$ cat src/hdl/pdt_defs.vh
// Register map, field positions, reset values and timing for the programmable down timer
`ifndef PDT_DEFS_VH
`define PDT_DEFS_VH

// ----------------------------------------------------------------
// Register offsets (4-bit address, 8-bit data)
// ----------------------------------------------------------------
`define PDT_ADDR_CTRL 4'h0
`define PDT_ADDR_CLKSEL 4'h1
`define PDT_ADDR_RELOAD0 4'h2
`define PDT_ADDR_RELOAD1 4'h3
`define PDT_ADDR_PRESET 4'h4
`define PDT_ADDR_CNT0_LO 4'h5
`define PDT_ADDR_CNT0_HI 4'h6
`define PDT_ADDR_CNT1_LO 4'h7
`define PDT_ADDR_CNT1_HI 4'h8
`define PDT_ADDR_PINS 4'h9
`define PDT_ADDR_STATUS 4'ha
`define PDT_ADDR_MASK 4'hb

// ----------------------------------------------------------------
// Field positions
// ----------------------------------------------------------------
`define PDT_CTRL_RUN0 0
`define PDT_CTRL_RUN1 1
`define PDT_CTRL_PULSE_EN 2
`define PDT_CTRL_FAST_ON 3
`define PDT_CTRL_SPECIAL_A 4
`define PDT_CTRL_SPECIAL_B 5
`define PDT_CTRL_FAST_READY 7
`define PDT_PINS_A_DATA 0
`define PDT_PINS_B_DATA 1
`define PDT_PINS_A_HIZ 2
`define PDT_PINS_B_HIZ 3
`define PDT_STAT_UF0 0
`define PDT_STAT_UF1 1
`define PDT_STAT_PIN 2
`define PDT_SRC_SLOW 2'h0
`define PDT_SRC_FAST 2'h1
`define PDT_SRC_EVENT 2'h2

// ----------------------------------------------------------------
// Reset values
// ----------------------------------------------------------------
`define PDT_RST_CTRL 8'h00
`define PDT_RST_CLKSEL 4'h0
`define PDT_RST_RELOAD 8'hff
`define PDT_RST_PINS 4'hc
`define PDT_RST_MASK 3'h0

// ----------------------------------------------------------------
// Timing
// ----------------------------------------------------------------
`define PDT_CLK_MHZ 100
`define PDT_FAST_SETTLE_US 5000
`define PDT_FAST_SETTLE_CYCLES (`PDT_FAST_SETTLE_US * `PDT_CLK_MHZ)
`define PDT_READ_WINDOW_US 730
`define PDT_SLOW_DIV 12'd3052
`define PDT_FAST_DIV 12'd25

`endif

$ cat src/hdl/pdt_timer.v
// Top of the two-channel programmable down timer with register port and output pins
//
// Our own choices: the plain strobed port and the address map.
`timescale 1ns/1ps
`default_nettype none
`include "pdt_defs.vh"

// Function
// - Run/stop takes effect on input clock edge.
// - Stop happens at the next decrement.
// - Run bit reads one until really stopped.
// - Event mode: no edge, no run change.
// - Pulse output gated asynchronously by enable.
// - Fast oscillator off after reset.
// - Shared pin feeds port logic and timer.
// - Data zero forces pin steadily low.
// - Hiz one floats pin regardless.
// - Factor flags set even when masked.
// - Write one clears; unmasked set flag keeps requesting.
module pdt_timer #(
	parameter FAST_SETTLE_CYCLES = `PDT_FAST_SETTLE_CYCLES
) (
	// Clock and reset
	input wire clk,
	input wire reset,
	// Register port
	input wire [3:0] regAddr,
	input wire [7:0] regWriteData,
	input wire regWrite,
	input wire regRead,
	output reg [7:0] regReadData,
	// Interrupt
	output wire irq,
	// Shared event clock pin and its copy to the input port logic
	input wire sharedEventClockPin,
	output wire sharedPinLevel,
	// Special output pin A
	output wire pinAOut,
	output wire pinAOutEnN,
	// Special output pin B
	output wire pinBOut,
	output wire pinBOutEnN,
	// Fast oscillator enable toward the clock generator
	output wire fastOscillatorOn
);

	// ----------------------------------------------------------------
	// Declarations
	// ----------------------------------------------------------------
	reg [7:0] ctrl;
	reg [3:0] clkSel;
	reg [7:0] reload0;
	reg [7:0] reload1;
	reg [3:0] pins;
	reg [2:0] status;
	reg [2:0] mask;
	reg [3:0] highCapture0;
	reg [3:0] highCapture1;
	reg [11:0] slowDiv;
	reg [11:0] fastDiv;
	reg slowTick;
	reg fastTick;
	reg [22:0] settleCount;
	reg fastReady;
	reg pinPrev;
	reg pulseToggle;
	reg pulseSlow;
	reg [7:0] next_readData;
	wire pinSync;
	wire eventTick;
	wire tick0;
	wire tick1;
	wire [7:0] count0;
	wire [7:0] count1;
	wire running0;
	wire running1;
	wire underflow0;
	wire underflow1;
	wire writeCtrl;
	wire writePreset;
	wire writeStatus;
	wire timerPulseSignal;
	wire specialA;
	wire specialB;
	wire [2:0] events;

	// ----------------------------------------------------------------
	// Register write decode
	// ----------------------------------------------------------------
	assign writeCtrl = regWrite && (regAddr == `PDT_ADDR_CTRL);
	assign writePreset = regWrite && (regAddr == `PDT_ADDR_PRESET);
	assign writeStatus = regWrite && (regAddr == `PDT_ADDR_STATUS);

	// Software-written control registers
	always @(posedge clk) begin
		if (reset) begin
			ctrl <= `PDT_RST_CTRL;
			clkSel <= `PDT_RST_CLKSEL;
			reload0 <= `PDT_RST_RELOAD;
			reload1 <= `PDT_RST_RELOAD;
			pins <= `PDT_RST_PINS;
			mask <= `PDT_RST_MASK;
		end else if (regWrite) begin
			case (regAddr)
				`PDT_ADDR_CTRL: ctrl <= {1'b0, 1'b0, regWriteData[5:0]};
				`PDT_ADDR_CLKSEL: clkSel <= regWriteData[3:0];
				`PDT_ADDR_RELOAD0: reload0 <= regWriteData;
				`PDT_ADDR_RELOAD1: reload1 <= regWriteData;
				`PDT_ADDR_PINS: pins <= regWriteData[3:0];
				`PDT_ADDR_MASK: mask <= regWriteData[2:0];
				default: ;
			endcase
		end
	end

	// ----------------------------------------------------------------
	// Clock sources
	// ----------------------------------------------------------------

	// Slow oscillator tick, derived from the system clock
	always @(posedge clk) begin
		if (reset) begin
			slowDiv <= 12'h000;
			slowTick <= 1'b0;
		end else if (slowDiv == `PDT_SLOW_DIV - 12'h001) begin
			slowDiv <= 12'h000;
			slowTick <= 1'b1;
		end else begin
			slowDiv <= slowDiv + 12'h001;
			slowTick <= 1'b0;
		end
	end

	// Fast oscillator settle timer; ticks stay off until it has run out
	// so a channel never counts on an unstable source.
	always @(posedge clk) begin
		if (reset || !ctrl[`PDT_CTRL_FAST_ON]) begin
			settleCount <= 23'h000000;
			fastReady <= 1'b0;
		end else if (settleCount == FAST_SETTLE_CYCLES[22:0] - 23'h000001) begin
			fastReady <= 1'b1;
		end else begin
			settleCount <= settleCount + 23'h000001;
		end
	end

	// Fast oscillator tick, only while the oscillator is on and settled
	always @(posedge clk) begin
		if (reset || !fastReady) begin
			fastDiv <= 12'h000;
			fastTick <= 1'b0;
		end else if (fastDiv == `PDT_FAST_DIV - 12'h001) begin
			fastDiv <= 12'h000;
			fastTick <= 1'b1;
		end else begin
			fastDiv <= fastDiv + 12'h001;
			fastTick <= 1'b0;
		end
	end

	assign fastOscillatorOn = ctrl[`PDT_CTRL_FAST_ON];

	// Shared pin synchroniser; the edge detector reads only the second stage
	pdt_sync pinSyncer (
		.clk(clk),
		.reset(reset),
		.asyncIn(sharedEventClockPin),
		.syncOut(pinSync)
	);

	always @(posedge clk) begin
		if (reset) begin
			pinPrev <= 1'b1;
		end else begin
			pinPrev <= pinSync;
		end
	end

	// Falling edge of the event clock counts; the port logic sees it too
	assign eventTick = pinPrev && !pinSync;
	assign sharedPinLevel = pinSync;

	// Per-channel source choice; an unused code selects no clock
	assign tick0 = (clkSel[1:0] == `PDT_SRC_SLOW) ? slowTick :
		(clkSel[1:0] == `PDT_SRC_FAST) ? fastTick :
		(clkSel[1:0] == `PDT_SRC_EVENT) ? eventTick : 1'b0;
	assign tick1 = (clkSel[3:2] == `PDT_SRC_SLOW) ? slowTick :
		(clkSel[3:2] == `PDT_SRC_FAST) ? fastTick :
		(clkSel[3:2] == `PDT_SRC_EVENT) ? eventTick : 1'b0;

	// ----------------------------------------------------------------
	// Counter channels
	// ----------------------------------------------------------------
	pdt_channel channel0 (
		.clk(clk),
		.reset(reset),
		.tick(tick0),
		.runReq(ctrl[`PDT_CTRL_RUN0]),
		.presetLoad(writePreset && regWriteData[0]),
		.reloadValue(reload0),
		.count(count0),
		.running(running0),
		.underflow(underflow0)
	);

	pdt_channel channel1 (
		.clk(clk),
		.reset(reset),
		.tick(tick1),
		.runReq(ctrl[`PDT_CTRL_RUN1]),
		.presetLoad(writePreset && regWriteData[1]),
		.reloadValue(reload1),
		.count(count1),
		.running(running1),
		.underflow(underflow1)
	);

	// ----------------------------------------------------------------
	// Pulse output and special pins
	// ----------------------------------------------------------------

	// Pulse toggles on each channel 0 underflow
	always @(posedge clk) begin
		if (reset) begin
			pulseToggle <= 1'b0;
		end else if (underflow0) begin
			pulseToggle <= ~pulseToggle;
		end
	end

	// Plain gate, not resynchronised: turning it on or off can clip the
	// running half-period, which software must tolerate.
	assign timerPulseSignal = pulseToggle & ctrl[`PDT_CTRL_PULSE_EN];

	// Pin A carries the timer pulse, pin B the slow clock divided by two
	assign specialA = ctrl[`PDT_CTRL_SPECIAL_A] ? timerPulseSignal : 1'b1;
	assign specialB = ctrl[`PDT_CTRL_SPECIAL_B] ? pulseSlow : 1'b1;

	// Slow clock divided by two for pin B
	always @(posedge clk) begin
		if (reset) begin
			pulseSlow <= 1'b0;
		end else if (slowTick) begin
			pulseSlow <= ~pulseSlow;
		end
	end

	// Data zero forces low; hiz one releases the pin
	assign pinAOut = pins[`PDT_PINS_A_DATA] & specialA;
	assign pinBOut = pins[`PDT_PINS_B_DATA] & specialB;
	assign pinAOutEnN = pins[`PDT_PINS_A_HIZ];
	assign pinBOutEnN = pins[`PDT_PINS_B_HIZ];

	// ----------------------------------------------------------------
	// Interrupt factor flags
	// ----------------------------------------------------------------
	assign events = {eventTick, underflow1, underflow0};

	// Events set regardless of mask; a new event beats a clearing write
	always @(posedge clk) begin
		if (reset) begin
			status <= 3'h0;
		end else begin
			status <= (status & ~(writeStatus ? regWriteData[2:0] : 3'h0)) | events;
		end
	end

	// Level request stays while any unmasked flag is left set
	assign irq = |(status & mask);

	// ----------------------------------------------------------------
	// Register read
	// ----------------------------------------------------------------

	// Low nibble read freezes the high nibble for the following read
	always @(posedge clk) begin
		if (reset) begin
			highCapture0 <= 4'h0;
			highCapture1 <= 4'h0;
		end else if (regRead) begin
			if (regAddr == `PDT_ADDR_CNT0_LO) begin
				highCapture0 <= count0[7:4];
			end
			if (regAddr == `PDT_ADDR_CNT1_LO) begin
				highCapture1 <= count1[7:4];
			end
		end
	end

	// Read mux; run bits show request or still-running, unmapped reads zero
	always @* begin
		next_readData = 8'h00;
		case (regAddr)
			`PDT_ADDR_CTRL: begin
				next_readData = {fastReady, 1'b0, ctrl[5:2],
					ctrl[`PDT_CTRL_RUN1] | running1,
					ctrl[`PDT_CTRL_RUN0] | running0};
			end
			`PDT_ADDR_CLKSEL: next_readData = {4'h0, clkSel};
			`PDT_ADDR_RELOAD0: next_readData = reload0;
			`PDT_ADDR_RELOAD1: next_readData = reload1;
			`PDT_ADDR_CNT0_LO: next_readData = {4'h0, count0[3:0]};
			`PDT_ADDR_CNT0_HI: next_readData = {4'h0, highCapture0};
			`PDT_ADDR_CNT1_LO: next_readData = {4'h0, count1[3:0]};
			`PDT_ADDR_CNT1_HI: next_readData = {4'h0, highCapture1};
			`PDT_ADDR_PINS: next_readData = {4'h0, pins};
			`PDT_ADDR_STATUS: next_readData = {5'h00, status};
			`PDT_ADDR_MASK: next_readData = {5'h00, mask};
			default: next_readData = 8'h00;
		endcase
	end

	// Read data stands only in the cycle after the strobe
	always @(posedge clk) begin
		if (reset) begin
			regReadData <= 8'h00;
		end else if (regRead) begin
			regReadData <= next_readData;
		end else begin
			regReadData <= 8'h00;
		end
	end

endmodule

`default_nettype wire

$ cat src/hdl/pdt_sync.v
// Two flip-flop synchroniser for one asynchronous level
`timescale 1ns/1ps
`default_nettype none

module pdt_sync (
	// Clock and reset
	input wire clk,
	input wire reset,
	// Level in and out
	input wire asyncIn,
	output reg syncOut
);

	reg stage1;

	// First stage feeds only the second stage
	always @(posedge clk) begin
		if (reset) begin
			stage1 <= 1'b1;
			syncOut <= 1'b1;
		end else begin
			stage1 <= asyncIn;
			syncOut <= stage1;
		end
	end

endmodule

`default_nettype wire

$ cat src/hdl/pdt_channel.v
// One 8-bit down-counting timer channel with synchronised run/stop
`timescale 1ns/1ps
`default_nettype none
`include "pdt_defs.vh"

module pdt_channel (
	// Clock and reset
	input wire clk,
	input wire reset,
	// Control
	input wire tick,
	input wire runReq,
	input wire presetLoad,
	input wire [7:0] reloadValue,
	// Status
	output reg [7:0] count,
	output reg running,
	output reg underflow
);

	// Run state changes only on the input clock edge, never on the write
	always @(posedge clk) begin
		if (reset) begin
			count <= `PDT_RST_RELOAD;
			running <= 1'b0;
			underflow <= 1'b0;
		end else begin
			underflow <= 1'b0;
			if (presetLoad) begin
				count <= reloadValue;
			end else if (tick && running) begin
				if (count == 8'h00) begin
					count <= reloadValue;
					underflow <= 1'b1;
				end else begin
					count <= count - 8'h01;
				end
			end
			// Stop lands on the decrement edge; start on the next edge
			if (tick) begin
				running <= runReq;
			end
		end
	end

endmodule

`default_nettype wire

$ cat config.mk
export PLATFORM = sky130hd
export DESIGN_NAME = pdt_timer
export DESIGN_NICKNAME = d
export VERILOG_FILES = /design/src/hdl/pdt_timer.v /design/src/hdl/pdt_sync.v /design/src/hdl/pdt_channel.v
export VERILOG_INCLUDE_DIRS = /design/src /design/src/hdl
export SDC_FILE = /design/constraint.sdc
export NUM_CORES = 1
export LEC_CHECK = 0
export BUFFER_PORTS_ARGS = -buffer_cell sky130_fd_sc_hd__buf_2
export CAP_MARGIN = 10
export CORE_MARGIN = 2
export CORE_UTILIZATION = 50
export DETAILED_ROUTE_END_ITERATION = 10
export PLACE_DENSITY = 0.72
export SETUP_SLACK_MARGIN = 0.1
export SLEW_MARGIN = 20
export SYNTH_ARGS = -nofsm -noshare
export SYNTH_HDL_FRONTEND = slang
export SYNTH_SLANG_ARGS = --single-unit
$ cat constraint.sdc
create_clock -name clk -period 1.9 [get_ports clk]
set_input_delay 0.38 -clock clk [delete_from_list [all_inputs] [get_ports clk]]
set_output_delay 0.38 -clock clk [all_outputs]
set_load 0.005 [all_outputs]
* After elaboration in Yosys (flattened, before gate mapping)
Cells that the tools add are included.
Storage, ports and cells: memory bits (read-only) 0, output and inout bits 15, memories kept 0, bits in registers 127, bits in latches 0, memory bits (writable) 0, word-level logic and storage cells 117, input bits 17
Cells by class: multiplexer cells 20, bitwise gates (word level) 14, $mul 0, equality and inequality tests 18, $add $sub $neg 5, reductions and logical operators 33, shifts and indexed selects 0, div/mod/pow operators 0, magnitude comparators 0
Operator list (count):
- 8-bit case mux with 11 select lines | 1
- 8-bit two-way mux | 6
- 12-bit by 1-bit adder with 12-bit output, second input constant | 2
- 23-bit by 1-bit adder with 23-bit output, second input constant | 1
- 23-bit by 19-bit equality test with 1-bit output, second input constant | 1
- 4-bit by 3-bit equality test with 1-bit output, second input constant | 4
- 4-bit equality test, second input constant | 4
- 8-bit logical NOT | 2
- 2-bit AND reduction | 8
- 8-bit by 1-bit subtractor with 8-bit output, second input constant | 2
- 12-bit equality test, second input constant | 1
- 12-bit by 5-bit equality test with 1-bit output, second input constant | 1
- 1-bit two-way mux | 12
- 3-bit OR reduction | 3
- 4-bit by 2-bit equality test with 1-bit output, second input constant | 2
- 1-bit logical AND | 7
- 3-bit bitwise AND | 2
- 2-bit OR reduction | 3
- 1-bit inverter | 5
- 2-bit by 1-bit equality test with 1-bit output, second input constant | 2
- 2-bit equality test, second input constant | 2
- 4-bit by 1-bit equality test with 1-bit output, second input constant | 1
- 2-bit logical NOT | 2
- 4-bit logical NOT | 1
- other kinds (8) | 15

* Logic depth before layout (Yosys ltp)
Gate-level depths: netlist (run 1).
word-level depth 8, gate-level depth with buffers 7, depth with buffers taken out 6

* Cells and area by module
From an unflattened synthesis (run 1), not the netlist that was laid out.
Second synthesis, totals: cell total of the unflattened synthesis 723, area total of the unflattened synthesis 6228.5 µm²
Modules (own cells, without submodules):
- pdt_timer | instances 1, cells each 553, sequential area each 2102.0 µm², area an instance 4872.2 µm²
- pdt_channel | instances 2, cells each 83, sequential area each 200.2 µm², area an instance 651.9 µm²
- pdt_sync | instances 1, cells each 4, sequential area each 40.0 µm², area an instance 52.6 µm²

* Worst setup path before layout (run 1)
Ideal clock, no wire load.
kind register -> register, start point register settleCount[0], end point register settleCount[20], setup slack 190 ps, setup time 71 ps, path buffers 0, stages on the path, launching flop included 7, required time 1829 ps, clock period less this slack 1710 ps, arrival 1639 ps, cell sequence dfxtp_1 -> ha_1 -> nand4_2 -> nor2_2 -> nand2_1 -> or4_1 -> a21oi_1
On the way: word-level cells in the longest chain between the ends 1, elaborated cells on any way between the ends 2, classes of those cells add/sub (1); eq/ne (1)
RTL lines:
- start, declared | line pdt_timer.v:63 | reg [22:0] settleCount;
- start signal, assigned | line pdt_timer.v:143 | settleCount <= settleCount + 23'h000001;
- 23-bit by 1-bit adder with 23-bit output or 23-bit by 19-bit equality test with 1-bit output (tied branches) | line pdt_timer.v:143, pdt_timer.v:140
Several ways; a longest one is shown, not always the timed one. A chain may end at the register's enable or synchronous reset.

* Worst setup path in the final report (run 1)
start point register pinPrev, end point register channel0.count[5]
On the way: word-level cells in the longest chain between the ends 6
RTL lines:
- start, declared | line pdt_timer.v:65 | reg pinPrev;
- start signal, assigned | line pdt_timer.v:175 | pinPrev <= pinSync;
- 1-bit logical AND | line pdt_timer.v:180 | assign eventTick = pinPrev && !pinSync;
- 1-bit two-way mux | line pdt_timer.v:186 | (clkSel[1:0] == `PDT_SRC_EVENT) ? eventTick : 1'b0;
- 1-bit two-way mux | line pdt_timer.v:185 | (clkSel[1:0] == `PDT_SRC_FAST) ? fastTick :
- 1-bit two-way mux | line pdt_timer.v:184 | assign tick0 = (clkSel[1:0] == `PDT_SRC_SLOW) ? slowTick :
- 1-bit logical AND | line pdt_channel.v:31 | end else if (tick && running) begin
- 2-bit nonzero test (no source line)
- end signal, assigned | line pdt_channel.v:30 | count <= reloadValue;
- end signal, assigned | line pdt_channel.v:33 | count <= reloadValue;
- end signal, assigned | line pdt_channel.v:36 | count <= count - 8'h01;
- end, declared | line pdt_channel.v:16 | output reg [7:0] count,
No other way between the ends.

==> flow_metrics.py, run 1 <==
metrics = {
    "timing": {
        "finalCritPeriodShare": 0.904,
        "finalHoldViolations": 0,
        "fin_skew_ns": 0.00608,
        "drv_slew": 0,
        "timing.final.ws_setup_ns": 0.182,
        "hold_slack_ns": 0.148,
        "maxSlewHeadroom": 0.638,
        "fmax_ghz": 0.582,
        "min_period_ns": 1.72,
        "setup_tns_ns": 0,
        "worst_pin_slew_ns": 0.538,
        "rsz0062_at_grt": "yes",
        "setup_viol_count_final": 0,
    },
    "final_layout": {
        "layout_commonest_cell": "dfxtp_1",
        "fin_area_um2": 7130,
        "final_cell_mix": "124 x dfxtp_1, 90 x nor2_1, 85 x nand2_1",
        "area.growth.synth_to_final_pct": 18.5,
        "nets": 803,
        "antenna_cells": 0,
        "drive_above_1_share": 0.165,
    },
    "setup_path": {
        "endpoint": "channel0.count[5]$_SDFFE_PP1P_",
        "crit_arrival_ns": 2.02,
        "r2r_slack_ns": 0.18,
        "path_cells": "nor2b_1 > a211o_1 > a31oi_1 > or2_1 > o22a_1",
        "worstRegToRegCells": 5,
        "cp-start-kind": "flop",
        "crit_path_start": "pinPrev$_SDFF_PP1_",
        "worst_path_largest_cell_delay_ns": 0.32,
        "r2r-end": "channel0.count[5]$_SDFFE_PP1P_",
        "critical_path_peak_fanout": 5,
        "rr_startpoint": "pinPrev$_SDFF_PP1_",
        "critPathCaptureType": "flop",
        "cp.required_ns": 2.21,
        "criticalPathCategory": "flop to flop",
        "crit_slowest_cell": "nor2b_1",
    },
    "routing": {
        "vias": 5512,
        "via_per_inst": 5.88,
        "ant_nets": 0,
        "wl_per_cell_um": 17.8,
        "wirelength_um": 16700,
        "dr.pass1.iters": 5,
        "drc": 0,
        "drt_iter0_drc": 582,
    },
    "floorplanning": {
        "ioPinCount": 32,
        "die_area_um2": 12900,
        "die_x_um": 114,
        "rows": 40,
        "core_area_um2": 11900,
        "start_util": 0.507,
        "die_y_um": 114,
    },
    "synthesis": {
        "synth_top_cell_by_area": "dfxtp_1",
        "synth_ff_type": "dfxtp_1",
        "synthTopCellsByArea": "dfxtp_1 42%, nor2_1 5.7%, nand2_1 5.3%",
        "synth_top_area_share": 0.423,
        "seq_area_frac_synth": 0.423,
        "synth_seq_cells": 127,
        "synth_edf_count": 0,
        "syn-instance-count": 719,
        "syn-num-nets": 744,
        "avgSynthCellArea_um2": 8.37,
        "synthDistinctLibCells": 69,
        "synthArstFlopShare": 0,
        "syn_area_um2": 6010,
        "yosysWarningCount": 0,
    },
    "clocking": {
        "cts-root-buf": "clkbuf_16",
        "cts_tree": "yes",
        "cts_hold_buf": 0,
        "clk_latency_ns": 0.42,
        "htreeDepth": 4,
        "clkSinkCount": 127,
        "clockBufferDepth": 2,
        "clk_pin_slew_ns": 0.06,
        "numCtsBuffers": 17,
    },
    "power": {
        "vdd_drop_max_uv": 629,
        "p_seq_frac": 0.452,
        "total_power_mw": 6.02,
        "switchingPower_mw": 1.39,
        "p_int_mw": 4.63,
        "p_clk_frac": 0.498,
        "p_leak_nw": 2.64,
        "power_density_nw_per_um2": 845,
        "p_comb_frac": 0.050,
        "netSwitchingFraction": 0.231,
    },
    "placement": {
        "place_area_um2": 6500,
        "dp_slack_ns": 0.00361,
        "hpwl_um": 11800,
        "gp_congestion": 0.930,
        "portBuffers": 31,
    },
    "grt": {
        "grt_max_degree": 50,
        "grt.total_usage": 0.265,
        "grt_pass1_vias": 5313,
        "gr-total-overflow": 0,
        "antenna_found_initial": 0,
        "grt_pass1_wl_um": 26800,
    },
    "run_status": {
        "status": "completed",
    },
    "hold_path": {
        "hold_class": "primary input to flop",
    },
    "job": {
        "cap_violations": 0,
    },
}
[how the worst min path moves through the flow]
stage,startpoint,endpoint,slack [ns],cells past startpoint
after floorplan,pinSyncer.stage1$_SDFF_PP1_,pinSyncer.syncOut$_SDFF_PP1_,0.39,1
after global placement,pinSyncer.stage1$_SDFF_PP1_,pinSyncer.syncOut$_SDFF_PP1_,0.39,1
after CTS,sharedEventClockPin,pinSyncer.stage1$_SDFF_PP1_,0.13,2
final,sharedEventClockPin,pinSyncer.stage1$_SDFF_PP1_,0.15,2
after global routing,sharedEventClockPin,pinSyncer.stage1$_SDFF_PP1_,0.14,2
after detailed placement,pinSyncer.stage1$_SDFF_PP1_,pinSyncer.syncOut$_SDFF_PP1_,0.40,1
[layer usage]
metal | up-vias | wire length (um) | track usage
met4 | 0 | 421 | 0.102
met3 | 34 | 900 | 0.0707
li1 | 2675 | - | -
met5 | - | 0 | 0
met1 | 2652 | 7540 | 0.347
met2 | 151 | 7850 | 0.422
[final cells by class]
type / instances / area [um^2]
Tap cell: 147 / 184
Fill cell: 1063 / 4730
Clock inverter: 10 / 91.3
Clock buffer: 21 / 450
Multi-Input combinational cell: 543 / 3310
Timing Repair Buffer: 71 / 480
Sequential cell: 127 / 2550
Inverter: 18 / 67.6
[power by group through the flow]
stage	Combinational, mW	Sequential [mW]	Clock [mW]
after floorplan	0.180	2.77	0
after global routing	0.325	2.72	3.16
after global placement	0.291	2.78	0
final	0.302	2.72	3.00
after CTS	0.296	2.72	3.05
after detailed placement	0.294	2.78	0
[kinds of logic (layout without fill, tap and decap cells)]
logic type               Yosys count  after routing  share of synthesized area
multiplexers                      26             26                     0.0487
adder cells (fa/ha/maj)            8              8                     0.0166
flip-flops                       127            127                      0.423
AO/OA/AOI/OAI                    126            126                      0.133
AND/OR/NAND/NOR                  346            346                      0.290
buffers and inverters             49            120                     0.0354
XOR/XNOR                          37             37                     0.0539
[registers in the layout (all words and copies together) (netlist names), 3 cells and up]
register / flops
reload1: 8
slowDiv: 12
reload0: 8
highCapture1: 4
highCapture0: 4
clkSel: 4
ctrl: 6
channel1.count: 8
regReadData: 8
settleCount: 23
channel0.count: 8
fastDiv: 12
status: 3
mask: 3
pins: 4
[cell usage after synthesis, types with 8 or more instances]
cell	count
ha_1	8
a22oi_1	8
nor2_1	91
a31oi_1	8
and3_1	10
nand2_1	85
o21ai_0	21
nor3_1	16
nand4_1	15
a21oi_1	48
clkbuf_1	15
xor2_1	22
xnor2_1	15
nor2b_1	11
dfxtp_1	127
inv_1	17
nand3_1	58
mux2i_1	18
[timing repair]
action / CTS / global route
pin swaps: 0 / 5
endpoints found under the setup margin: 5 / 16
gates resized for setup: 5 / 7
buffers inserted: 0 / 4
[worst max-delay path, delay by kind of cell (launching register included)]
family | cells | cell delay [ns]
flops | 1 | 0.30
compound gates | 3 | 0.66
simple gates | 2 | 0.64
[metrics by stage]
stage	std cells	util
finish	937	0.601
global route	937	0.601
CTS	933	0.596
detailed placement	902	0.548
global placement	902	0.548
floorplan	719	-
(Power assumes the default switching activity.)
==> run 2, diff against run 1 <==
CORE_UTILIZATION = 45   (was 50)
PLACE_DENSITY = 0.67   (was 0.72)
SKIP_LAST_GASP = 1   (was not set)
==> flow_metrics.py, run 2 (synthesis gave the netlist of run 1 again) <==
metrics = {
    "run_status": {
        "status": "completed",
    },
    "power": {
        "p_clk_frac": 0.506,
        "p_comb_frac": 0.049,
        "power_density_nw_per_um2": 853,
        "p_leak_nw": 2.63,
        "switchingPower_mw": 1.35,
        "vdd_drop_max_uv": 564,
        "p_int_mw": 4.76,
        "netSwitchingFraction": 0.221,
        "p_seq_frac": 0.445,
    },
    "final_layout": {
        "drive_above_1_share": 0.167,
        "final_cell_mix": "125 x dfxtp_1, 90 x nor2_1, 85 x nand2_1",
        "reg.largest.list": "settleCount (23), fastDiv (12), slowDiv (12)",
        "area.growth.synth_to_final_pct": 19.2,
        "final.fill_count": 1211,
        "nets": 803,
        "largest_register_ffs": 23,
        "regMostFlops": "settleCount",
        "layout_commonest_cell": "dfxtp_1",
        "layout.cells.non_filler": 967,
    },
    "routing": {
        "vias": 5519,
        "dr.pass1.iters": 5,
        "ant_nets": 0,
        "wl_per_cell_um": 16.4,
        "wirelength_um": 15900,
        "drt_iter0_drc": 490,
        "via_per_inst": 5.71,
        "drc": 0,
    },
    "grt": {
        "antenna_found_initial": 1,
        "grt_pass1_wl_um": 25700,
        "grt_pass1_vias": 5128,
        "gr-total-overflow": 0,
        "grt_max_degree": 50,
        "grt.total_usage": 0.226,
    },
    "timing": {
        "fmax_ghz": 0.576,
        "min_period_ns": 1.74,
        "maxSlewHeadroom": 0.603,
        "rsz0062_at_grt": "yes",
        "worst_pin_slew_ns": 0.589,
        "drv_slew": 0,
        "setup_tns_ns": 0,
        "fin_skew_ns": 0.0120,
        "finalCritPeriodShare": 0.913,
        "finalHoldViolations": 0,
        "setup_viol_count_final": 0,
    },
    "setup_path": {
        "r2r_slack_ns": 0.16,
        "cp.required_ns": 2.19,
        "path_cells": "nor4b_1 > nand4_1 > nor3_4 > buf_4 > xor2_1 > nor2_1",
        "critical_path_peak_fanout": 7,
        "crit_arrival_ns": 2.03,
        "cp-start-kind": "flop",
        "critPathCaptureType": "flop",
        "crit_slowest_cell": "dfxtp_1",
        "criticalPathCategory": "flop to flop",
        "worst_path_largest_cell_delay_ns": 0.36,
    },
    "placement": {
        "dp_cells": 931,
        "portBuffers": 31,
        "hpwl_um": 11500,
        "gp_congestion": 0.996,
    },
    "clocking": {
        "clockBufferDepth": 2,
        "htreeDepth": 4,
        "clk_latency_ns": 0.42,
        "clk_pin_slew_ns": 0.05,
        "cts_tree": "yes",
        "numCtsBuffers": 17,
        "cts-root-buf": "clkbuf_16",
        "clkSinkCount": 127,
    },
    "floorplanning": {
        "ioPinCount": 32,
        "die_y_um": 120,
        "die_area_um2": 14300,
        "die_x_um": 120,
        "start_util": 0.458,
        "core_area_um2": 13100,
        "rows": 42,
    },
    "hold_path": {
        "hold_class": "primary input to flop",
    },
    "job": {
        "cap_violations": 0,
    },
}
[run 2: cell count changes in the layout (fill, tap and decap cells not counted), sizes merged]
cell      delta
clkinvlp     +1
bufinv       +1
clkinv       -2
diode        +1
[run 2: layer usage]
metal / wire length [um] / track usage
met1: 7340 / 0.309
met2: 7250 / 0.354
met3: 1050 / 0.0475
met4: 246 / 0.0801
met5: 0 / 0
[run 2: worst paths after layout]
path | endpoint | cells past startpoint | startpoint
setup / recovery | settleCount[0]$_SDFFE_PP0P_ | 6 | settleCount[6]$_SDFFE_PP0P_
hold / removal | pinSyncer.stage1$_SDFF_PP1_ | 2 | sharedEventClockPin
setup reg to reg | settleCount[0]$_SDFFE_PP0P_ | 6 | settleCount[6]$_SDFFE_PP0P_
hold reg to reg | pinSyncer.syncOut$_SDFF_PP1_ | 1 | pinSyncer.stage1$_SDFF_PP1_
[run 2: area by class of cell]
class                   instances  area (um^2)  share of cell area
clock buffers                  21          450              0.0628
multi-input cells             543         3300               0.460
well taps                     176          220              0.0307
inverters                      18         67.6             0.00943
flip-flops and latches        127         2540               0.355
clock inverters                10          115              0.0161
diodes                          1         2.50            0.000349
repair buffers                 71          468              0.0653
[run 2: through the flow]
stage	setup slack (ns)	cell area (um^2)	utilization	hold slack [ns]	total power, mW
global placement	0.0761	6530	0.497	0.395	3.06
floorplan	0.190	6010	-	0.389	2.95
finish	0.165	7170	0.546	0.143	6.11
global route	0.0601	7160	0.545	0.141	6.30
detailed placement	0.0507	6530	0.497	0.394	3.07
CTS	0.114	7100	0.540	0.132	6.15
[run 2: critical path: cells and delay by family (launching register included)]
kind          cells  cell delay, ns
simple gates      4            0.92
flops             1            0.36
buf+inv           1            0.19
xor+xnor          1            0.15
[run 2: repair_timing]
action | CTS | global route
buffers inserted | 0 | 4
endpoints found under the hold margin | 0 | 0
hold buffers | 0 | 0
setup endpoints to repair | 4 | 16
gates resized for setup | 1 | 11
pin swaps | 0 | 3
[run 2: power groups by stage]
stage          registers, mW  clock network [mW]  logic (mW)
2_1_floorplan           2.77                   0       0.180
3_3_place_gp            2.78                   0       0.285
5_1_grt                 2.72                3.26       0.322
3_5_place_dp            2.78                   0       0.289
6_report                2.72                3.09       0.298
4_1_cts                 2.72                3.14       0.292
